File: src/rtl/acr_pkg.sv
package acr_pkg;
    // Register addresses (6-bit map)
    localparam logic [5:0] ADDR_GAIN_HIGH = 6'h2f;
    localparam logic [5:0] ADDR_GAIN_LOW = 6'h30;
    localparam logic [5:0] ADDR_CHECKSUM = 6'h3e;
    localparam logic [5:0] ADDR_RESERVED = 6'h3f;
    // Reset values
    localparam logic [15:0] GAIN_HIGH_RESET = 16'h8000;
    localparam logic [7:0] GAIN_LOW_RESET = 8'h00;
    localparam logic [15:0] CHECKSUM_RESET = 16'h0000;
    localparam logic [15:0] RESERVED_RESET = 16'h0000;
    localparam logic [7:0] LOW_RESERVED_BYTE = 8'h00;
    // Serial word layout
    localparam int WORD_BITS = 16;
    localparam logic [3:0] LAST_BIT = 4'hf;
    localparam int CMD_WRITE_BIT = 15;
    localparam int CMD_ADDR_MSB = 13;
    localparam int CMD_ADDR_LSB = 8;
    // Checksum polynomial and seed
    localparam logic [15:0] CRC_POLY = 16'h1021;
    localparam logic [15:0] CRC_INIT = 16'hffff;
    // Gain arithmetic: 24-bit coefficient, one integer bit
    localparam int SAMPLE_BITS = 24;
    localparam int GAIN_FRAC_BITS = 23;
    localparam logic signed [25:0] SAMPLE_MAX = 26'sh07fffff;
    localparam logic signed [25:0] SAMPLE_MIN = -26'sh0800000;
    typedef enum logic {PH_CMD, PH_DATA} acr_phase_type;
endpackage

File: src/rtl/acr_regs.sv
`timescale 1ns/1ps
// Contract
// RQ1: Bits 15:8 of the channel-7 gain-trim low register hold gain bits 7:0 and are read/write.
// RQ2: The 24-bit gain is unsigned and scales results from zero to just under two.
// RQ3: The gain-trim high register holds gain bits 23:8 and resets to unity gain.
// RQ4: Bits 7:0 of the gain-trim low register ignore writes and read as zero.
// RQ5: A read-only 16-bit checksum at 0x3e resets to zero and reports the map CRC.
// RQ6: The host writes only zeros to the reserved register at 0x3f, which resets to zero.
// RQ7: The serial data output floats whenever chip select is high; here only once the synchronised select is high, two cycles later.
// RQ8: The host selects at most one device on a shared bus at a time.
// RQ9: For simultaneous sampling the host shares the master clock and strobes sync together.
// RQ10: The host may set per-device phase but tracks the zero-phase channel.
// RQ11: The host need watch only one device's ready output in a group.
// RQ12: The host wires sync or ready back to itself to stay aligned.
// RQ13: A host making the master clock may count its periods instead.
// RQ14: Without sync or ready, a clock bit error loses alignment for good.
// RQ15: With chip select tied low on a sole device the host should use both CRCs.
module acr_regs (
    input wire logic clk, // 125 MHz system clock
    input wire logic reset_n, // Synchronous reset, active low
    input wire logic ce, // Clock enable, freezes all state when low
    input wire logic cs_n, // Serial chip select pin, active low
    input wire logic sclk, // Serial clock pin
    input wire logic mosi, // Serial data in pin
    output logic miso, // Serial data out
    output logic miso_oe, // Serial data out enable
    input wire logic signed [23:0] sample_in, // Raw channel-7 result
    input wire logic sample_valid, // Raw result strobe
    output logic signed [23:0] sample_out, // Gain-scaled result
    output logic sample_out_valid // Scaled result strobe
);
    logic cs_meta, cs_sync, sclk_meta, sclk_sync, sclk_prev, mosi_meta, mosi_sync;
    logic sclk_rise, sclk_fall;
    acr_pkg::acr_phase_type phase;
    logic [3:0] bit_index;
    logic [15:0] shift_in, next_shift_in, shift_out, write_data;
    logic [5:0] cmd_addr, next_addr;
    logic cmd_write, write_fire, refresh;
    logic [15:0] ch7_gain_coef_high_word, register_map_checksum, reserved_write_zero;
    logic [7:0] ch7_gain_coef_low_byte;
    logic [23:0] gain_coef;
    logic [15:0] crc_now;
    logic signed [48:0] product;
    logic signed [25:0] scaled;

    // Two-stage synchronisers on every pin input
    always_ff @(posedge clk) begin
        if (!reset_n) begin
            cs_meta <= 1'b1;
            cs_sync <= 1'b1;
            sclk_meta <= 1'b0;
            sclk_sync <= 1'b0;
            sclk_prev <= 1'b0;
            mosi_meta <= 1'b0;
            mosi_sync <= 1'b0;
        end else if (ce) begin
            cs_meta <= cs_n;
            cs_sync <= cs_meta;
            sclk_meta <= sclk;
            sclk_sync <= sclk_meta;
            sclk_prev <= sclk_sync;
            mosi_meta <= mosi;
            mosi_sync <= mosi_meta;
        end
    end

    // Edges seen only from the settled stage
    assign sclk_rise = sclk_sync && !sclk_prev && !cs_sync;
    assign sclk_fall = !sclk_sync && sclk_prev && !cs_sync;
    assign next_shift_in = {shift_in[acr_pkg::WORD_BITS-2:0], mosi_sync};
    assign next_addr = next_shift_in[acr_pkg::CMD_ADDR_MSB:acr_pkg::CMD_ADDR_LSB];
    assign gain_coef = {ch7_gain_coef_high_word, ch7_gain_coef_low_byte};

    // Read mux; unmapped addresses return zero
    function automatic logic [15:0] read_word(input logic [5:0] addr,
                                              input logic [15:0] high,
                                              input logic [7:0] low,
                                              input logic [15:0] crc,
                                              input logic [15:0] rsvd);
        logic [15:0] word;
        word = 16'h0000;
        if (addr == acr_pkg::ADDR_GAIN_HIGH) begin
            word = high;
        end else if (addr == acr_pkg::ADDR_GAIN_LOW) begin
            // RQ4: low byte zero
            word = {low, acr_pkg::LOW_RESERVED_BYTE};
        end else if (addr == acr_pkg::ADDR_CHECKSUM) begin
            word = crc;
        end else if (addr == acr_pkg::ADDR_RESERVED) begin
            word = rsvd;
        end
        return word;
    endfunction

    // CRC-16 over the map contents, MSB first
    function automatic logic [15:0] map_crc(input logic [47:0] data);
        logic [15:0] crc;
        crc = acr_pkg::CRC_INIT;
        for (int i = 47; i >= 0; i--) begin
            if (crc[15] ^ data[i]) begin
                crc = {crc[14:0], 1'b0} ^ acr_pkg::CRC_POLY;
            end else begin
                crc = {crc[14:0], 1'b0};
            end
        end
        return crc;
    endfunction

    assign crc_now = map_crc({ch7_gain_coef_high_word, ch7_gain_coef_low_byte,
                              acr_pkg::LOW_RESERVED_BYTE, reserved_write_zero});

    // Frame sequencing: command word, then data word, repeating while selected
    always_ff @(posedge clk) begin
        if (!reset_n) begin
            phase <= acr_pkg::PH_CMD;
            bit_index <= 4'h0;
            shift_in <= 16'h0000;
            cmd_addr <= 6'h00;
            cmd_write <= 1'b0;
            write_data <= 16'h0000;
            write_fire <= 1'b0;
        end else if (ce) begin
            write_fire <= 1'b0;
            if (cs_sync) begin
                phase <= acr_pkg::PH_CMD;
                bit_index <= 4'h0;
            end else if (sclk_fall) begin
                shift_in <= next_shift_in;
                bit_index <= bit_index + 4'h1;
                if (bit_index == acr_pkg::LAST_BIT) begin
                    if (phase == acr_pkg::PH_CMD) begin
                        cmd_addr <= next_addr;
                        cmd_write <= next_shift_in[acr_pkg::CMD_WRITE_BIT];
                        phase <= acr_pkg::PH_DATA;
                    end else begin
                        write_data <= next_shift_in;
                        write_fire <= cmd_write;
                        phase <= acr_pkg::PH_CMD;
                    end
                end
            end
        end
    end

    // Read data loads at end of command word, shifts out on rising edges
    always_ff @(posedge clk) begin
        if (!reset_n) begin
            shift_out <= 16'h0000;
            miso <= 1'b0;
        end else if (ce) begin
            if (cs_sync) begin
                miso <= 1'b0;
            end else if (sclk_fall && bit_index == acr_pkg::LAST_BIT
                         && phase == acr_pkg::PH_CMD) begin
                shift_out <= read_word(next_addr, ch7_gain_coef_high_word,
                                       ch7_gain_coef_low_byte, register_map_checksum,
                                       reserved_write_zero);
            end else if (sclk_rise && phase == acr_pkg::PH_DATA) begin
                miso <= shift_out[acr_pkg::WORD_BITS-1];
                shift_out <= {shift_out[acr_pkg::WORD_BITS-2:0], 1'b0};
            end
        end
    end

    // RQ7: float when deselected
    // Follows the synchronised select, so release lags the pin by two cycles
    assign miso_oe = !cs_sync;

    // Writable registers; checksum address takes no write
    always_ff @(posedge clk) begin
        if (!reset_n) begin
            ch7_gain_coef_high_word <= acr_pkg::GAIN_HIGH_RESET;
            ch7_gain_coef_low_byte <= acr_pkg::GAIN_LOW_RESET;
            reserved_write_zero <= acr_pkg::RESERVED_RESET;
            refresh <= 1'b0;
        end else if (ce) begin
            refresh <= write_fire;
            if (write_fire) begin
                if (cmd_addr == acr_pkg::ADDR_GAIN_HIGH) begin
                    // RQ3: gain high word
                    ch7_gain_coef_high_word <= write_data;
                end else if (cmd_addr == acr_pkg::ADDR_GAIN_LOW) begin
                    // RQ1: gain low byte
                    ch7_gain_coef_low_byte <= write_data[15:8];
                end else if (cmd_addr == acr_pkg::ADDR_RESERVED) begin
                    // RQ6: stored as given, host keeps it zero
                    reserved_write_zero <= write_data;
                end
            end
        end
    end

    // RQ5: checksum refresh
    // Recomputed only after a write so the reset value stays zero until then
    always_ff @(posedge clk) begin
        if (!reset_n) begin
            register_map_checksum <= acr_pkg::CHECKSUM_RESET;
        end else if (ce && refresh) begin
            register_map_checksum <= crc_now;
        end
    end

    // RQ2: unsigned gain scaling
    // Saturates since gains near two can overflow the 24-bit result
    assign product = $signed(sample_in) * $signed({1'b0, gain_coef});
    assign scaled = product[48:acr_pkg::GAIN_FRAC_BITS];
    always_ff @(posedge clk) begin
        if (!reset_n) begin
            sample_out <= 24'sh000000;
            sample_out_valid <= 1'b0;
        end else if (ce) begin
            sample_out_valid <= sample_valid;
            if (sample_valid) begin
                if (scaled > acr_pkg::SAMPLE_MAX) begin
                    sample_out <= acr_pkg::SAMPLE_MAX[acr_pkg::SAMPLE_BITS-1:0];
                end else if (scaled < acr_pkg::SAMPLE_MIN) begin
                    sample_out <= acr_pkg::SAMPLE_MIN[acr_pkg::SAMPLE_BITS-1:0];
                end else begin
                    sample_out <= scaled[acr_pkg::SAMPLE_BITS-1:0];
                end
            end
        end
    end

    a_gain_low_write: assert property (@(posedge clk) disable iff (!reset_n) // RQ1
        ce && write_fire && cmd_addr == acr_pkg::ADDR_GAIN_LOW
        |=> ch7_gain_coef_low_byte == $past(write_data[15:8]))
        else $error("gain low byte not written");
    a_unity_gain_pass: assert property (@(posedge clk) disable iff (!reset_n) // RQ2
        ce && sample_valid && gain_coef == 24'h800000
        |=> sample_out_valid && sample_out == $past(sample_in))
        else $error("unity gain altered the sample");
    a_gain_high_reset: assert property (@(posedge clk) // RQ3
        !reset_n |=> ch7_gain_coef_high_word == acr_pkg::GAIN_HIGH_RESET)
        else $error("gain high word reset wrong");
    a_low_byte_zero: assert property (@(posedge clk) disable iff (!reset_n) // RQ4
        ce && sclk_fall && bit_index == acr_pkg::LAST_BIT && phase == acr_pkg::PH_CMD
        && next_addr == acr_pkg::ADDR_GAIN_LOW |=> shift_out[7:0] == 8'h00)
        else $error("reserved low byte read non-zero");
    a_checksum_read_only: assert property (@(posedge clk) disable iff (!reset_n) // RQ5
        ce && write_fire && cmd_addr == acr_pkg::ADDR_CHECKSUM
        |=> register_map_checksum == $past(register_map_checksum))
        else $error("checksum changed by a write");
    a_checksum_follows_map: assert property (@(posedge clk) disable iff (!reset_n) // RQ5
        ce && refresh |=> register_map_checksum == $past(crc_now))
        else $error("checksum not refreshed");
    a_reserved_store: assert property (@(posedge clk) disable iff (!reset_n) // RQ6
        ce && write_fire && cmd_addr == acr_pkg::ADDR_RESERVED
        |=> reserved_write_zero == $past(write_data))
        else $error("reserved register not stored");
    a_output_floats: assert property (@(posedge clk) disable iff (!reset_n) // RQ7
        $past(cs_sync) && cs_sync && $past(ce) |-> !miso_oe && !miso)
        else $error("data out driven while deselected");
    a_float_after_pin: assert property (@(posedge clk) disable iff (!reset_n) // RQ7
        ce && cs_n ##1 ce && cs_n |=> !miso_oe || !ce)
        else $error("data out still driven after deselect");
    c_write_frame: cover property (@(posedge clk) ce && write_fire);
    c_read_gain_low: cover property (@(posedge clk)
        sclk_fall && phase == acr_pkg::PH_CMD && next_addr == acr_pkg::ADDR_GAIN_LOW);
    c_saturated: cover property (@(posedge clk) sample_valid && scaled > acr_pkg::SAMPLE_MAX);
endmodule

File: config.mk
export PLATFORM = sky130hd
export DESIGN_NAME = acr_regs
export DESIGN_NICKNAME = d
export VERILOG_FILES = /design/src/rtl/acr_pkg.sv /design/src/rtl/acr_regs.sv
export SDC_FILE = /design/constraint.sdc
export NUM_CORES = 2
export LEC_CHECK = 0
export BUFFER_PORTS_ARGS = -buffer_cell sky130_fd_sc_hd__buf_2
export CAP_MARGIN = 20
export CORE_ASPECT_RATIO = 0.5
export CORE_MARGIN = 10
export CORE_UTILIZATION = 55
export CTS_BUF_LIST = sky130_fd_sc_hd__clkbuf_2
export CTS_CLUSTER_DIAMETER = 40
export DETAILED_ROUTE_END_ITERATION = 12
export PLACE_DENSITY = 0.8
export SLEW_MARGIN = 20
export SYNTH_ARGS = -nofsm -noshare
export SYNTH_HDL_FRONTEND = slang
export SYNTH_SLANG_ARGS = --single-unit
export TNS_END_PERCENT = 10
File: constraint.sdc
create_clock -name clk -period 12.4 [get_ports clk]
set_input_delay 2.48 -clock clk [delete_from_list [all_inputs] [get_ports clk]]
set_output_delay 2.48 -clock clk [all_outputs]
set_load 0.005 [all_outputs]
==> results.md <==
- Status: complete, no violations
- Final Routed Wirelength: 66000 um
- Worst Path Buf+Inv: 7
- Ys flop type: dfxtp_1
- Synth Area in Compound Gates: between 7 and 8%
- Die H: 176 um
- RSZ-0062 raised after global routing: false
- Multiplexer share of the synthesized area: 1.97%
- DRT Pass-1 Iters: 8
- Synth top area share: 36.1%
- CP required: 13.08 ns
- Worst skew pair latency: 0.79 ns
- H-tree depth: 4
- Commonest non-fill, non-tap cells in the layout: inv_1 (554), fa_1 (481), nand2_1 (450)
- Worst-Margin Slew: approximately 1.1 ns
- Simple-gate share of the synthesized area: about 17%
- Max Transition Viols Final: 0
- Synth top area cells: fa_1 (36%), dfxtp_1 (11%), ha_1 (9.3%)
- Post-CTS Setup Bufs: 0
- Crit path launch type: input port
- Layout area overhead: 3.32%
- Top cell by count, worst path: fa_1
- Final nets: 3637
- Detailed Route Iter0 Violations: 1671
- Post-Synth Adder-Cell Area: 45.4%
- Synth Area in XOR/XNOR: 6.20%
- Clk sink count: 150
- Via-to-Cell Ratio: 5.54
- Grt ovf: 0
- Die ar.: 58200 sq um
- PwrDens: 40.1 nW/um^2
- Crit path kind: input port to flop
- Setup violators final: 0
- Worst clock skew: between 0.06 and 0.07 ns
- Worst VDD drop: ~0.065 mV
- Reg clk slew, reported paths: 0.26 ns
- Critical-path top delay cell: fa_1
- Largest net degree at the start of global routing: 125
- WL per Instance: 18.4 um
- Port Buffer Count: 57
- Leak Pwr: 13.7 nW
- Slowest stage delay, CP: 0.55 ns
- Ys Warns: 0
- CP arrival: 10.39 ns
- First-pass GRT wire length: between 100000 and 150000 um
- Most common cell after layout, fill and taps aside: inv_1
- Root Driver: clkbuf_2
- Share of layout cells above drive strength 1: approximately 5.2%
- Number of synthesized register bits: 150
- ANT nets after route: 0
- Num rows: 56
- Vias in the first global route: 20900
- Minimum clock period: 9.71 ns
- Synth unique cells: 60
- Setup TNS: 0 ns
- CTS Buffer Depth: 2
- Syn_nets: about 3700
- Io pins: 58
- Async SR Flop Fraction: 0%
- Avg Cell Area, Syn: 8.90 sq um
- CTS tree: built
- Total GRT Usage: 22.9%
- Pwr Total: 1.10 mW
- Fill cells: 4140
- Starting Density: 56.3%
- DRC: 0
- Num CTS Buffers: 17
- Number of max-cap violations: 0
- Largest family of logic cells by synthesized area: adder cells
- Achievable Freq: slightly above 100 MHz
- Relative slew slack: 29.2%
- Synth Cell Area: between 20000 and 30000 sq um
- Core area: roughly 47000 sq um
- Hold buffers post-CTS: 0
- HPWL Detailed: 51400 um
- Final Hold Vio Count: 0
- Seq/Total Area, Yosys: 11.3%
- Post_cts resized: 0
- Vias: 19800
- Initial antenna violation count: 6
- Worst hold path type: flop to flop
- Area leader, netlist: fa_1
- Die Width: 331 um
- Gpl congestion: between 0.9 and 1
- Crit end category: flop
- Synthesized instance count: between 2000 and 3000
- EDFF count, synth: 0
- CP delay by family, top: adder cells
- Fin crit share: ~78%
- Crit-path max FO: 24
## synth_stat cells (all sizes together), types with 35 or more instances
library cell,count
clkbuf,154
xnor2,94
nand2,450
mux2i,47
ha,199
nor2b,61
a21o,35
nor2,50
o21ai,54
a21boi,48
and2,280
fa,481
a21oi,88
dfxtp,150
xor2,43
inv,554
## routing by layer
layer  vias up  wire (um)  GRT usage, %
li1       8954          -             -
met1      9901      26300          28.7
met2       806      32400          39.6
met3       174       4900          3.70
met4         0       2430          8.53
met5         -          0             0
## logic make-up (layout without fill, tap and decap cells)
logic type | count (synthesis) | count (layout)
compound gates | 314 | 314
xor+xnor | 147 | 147
flops | 150 | 150
buf+inv | 731 | 673
fa+ha+maj | 680 | 680
other cells | 0 | 4
simple gates | 923 | 923
mux | 52 | 52
## worst min-delay path: cells and delay by family, from the launching register on
kind / cells / cell delay (ns)
DFF: 1 / 0.38
and+or+nand+nor: 1 / 0.05
AOI/OAI and AO/OA: 1 / 0.05
## area by class of cell
class	instances	area [sq um]	area share [%]
Multi-Input combinational cell	2116	20900	75.9
Antenna cell	4	10.0	0.0363
Inverter	554	2080	7.55
Clock inverter	15	158	0.572
Clock buffer	17	85.1	0.309
Timing Repair Buffer	87	513	1.86
Tap cell	638	798	2.90
Sequential cell	150	3010	10.9
## where the power goes
group	total, mW	switching [mW]	internal [mW]
Clock	0.295	0.213	0.0822
Sequential	0.496	0.00451	0.492
Combinational	0.313	0.200	0.113
Total	1.10	0.417	0.687
## per-stage QoR
| step | instances | util, % | area [sq um] | hold WS [ns] | worst slack, ns |
|---|---|---|---|---|---|
| detailed placement | 3545 | 57.7 | 27300 | 0.456 | 1.97 |
| global route | 3580 | 58.2 | 27600 | 0.510 | 2.40 |
| global placement | 3545 | 57.7 | 27300 | 0.454 | 2.13 |
| finish | 3581 | 58.2 | 27600 | 0.482 | 2.69 |
| CTS | 3577 | 58.2 | 27600 | 0.483 | 2.80 |
| floorplan | 2997 | - | 26700 | 0.435 | 2.84 |
## worst paths after layout
path | start | to | slack [ns] | depth (start not counted)
setup reg to reg | ch7_gain_coef_low_byte[7] | sample_out[21] | 3.84 | 27
setup / recovery | sample_in[3] | sample_out[21] | 2.69 | 27
hold reg to reg | register_map_checksum[3] | register_map_checksum[3] | 0.48 | 2
hold / removal | register_map_checksum[3] | register_map_checksum[3] | 0.48 | 2
## flip-flops by register name, indices dropped and copies added (netlist names), 6 cells and up
register	count
ch7_gain_coef_high_word	16
ch7_gain_coef_low_byte	8
cmd_addr	6
register_map_checksum	16
reserved_write_zero	16
sample_out	24
shift_in	15
shift_out	16
write_data	16
Power figures use the tool's default switching activity.
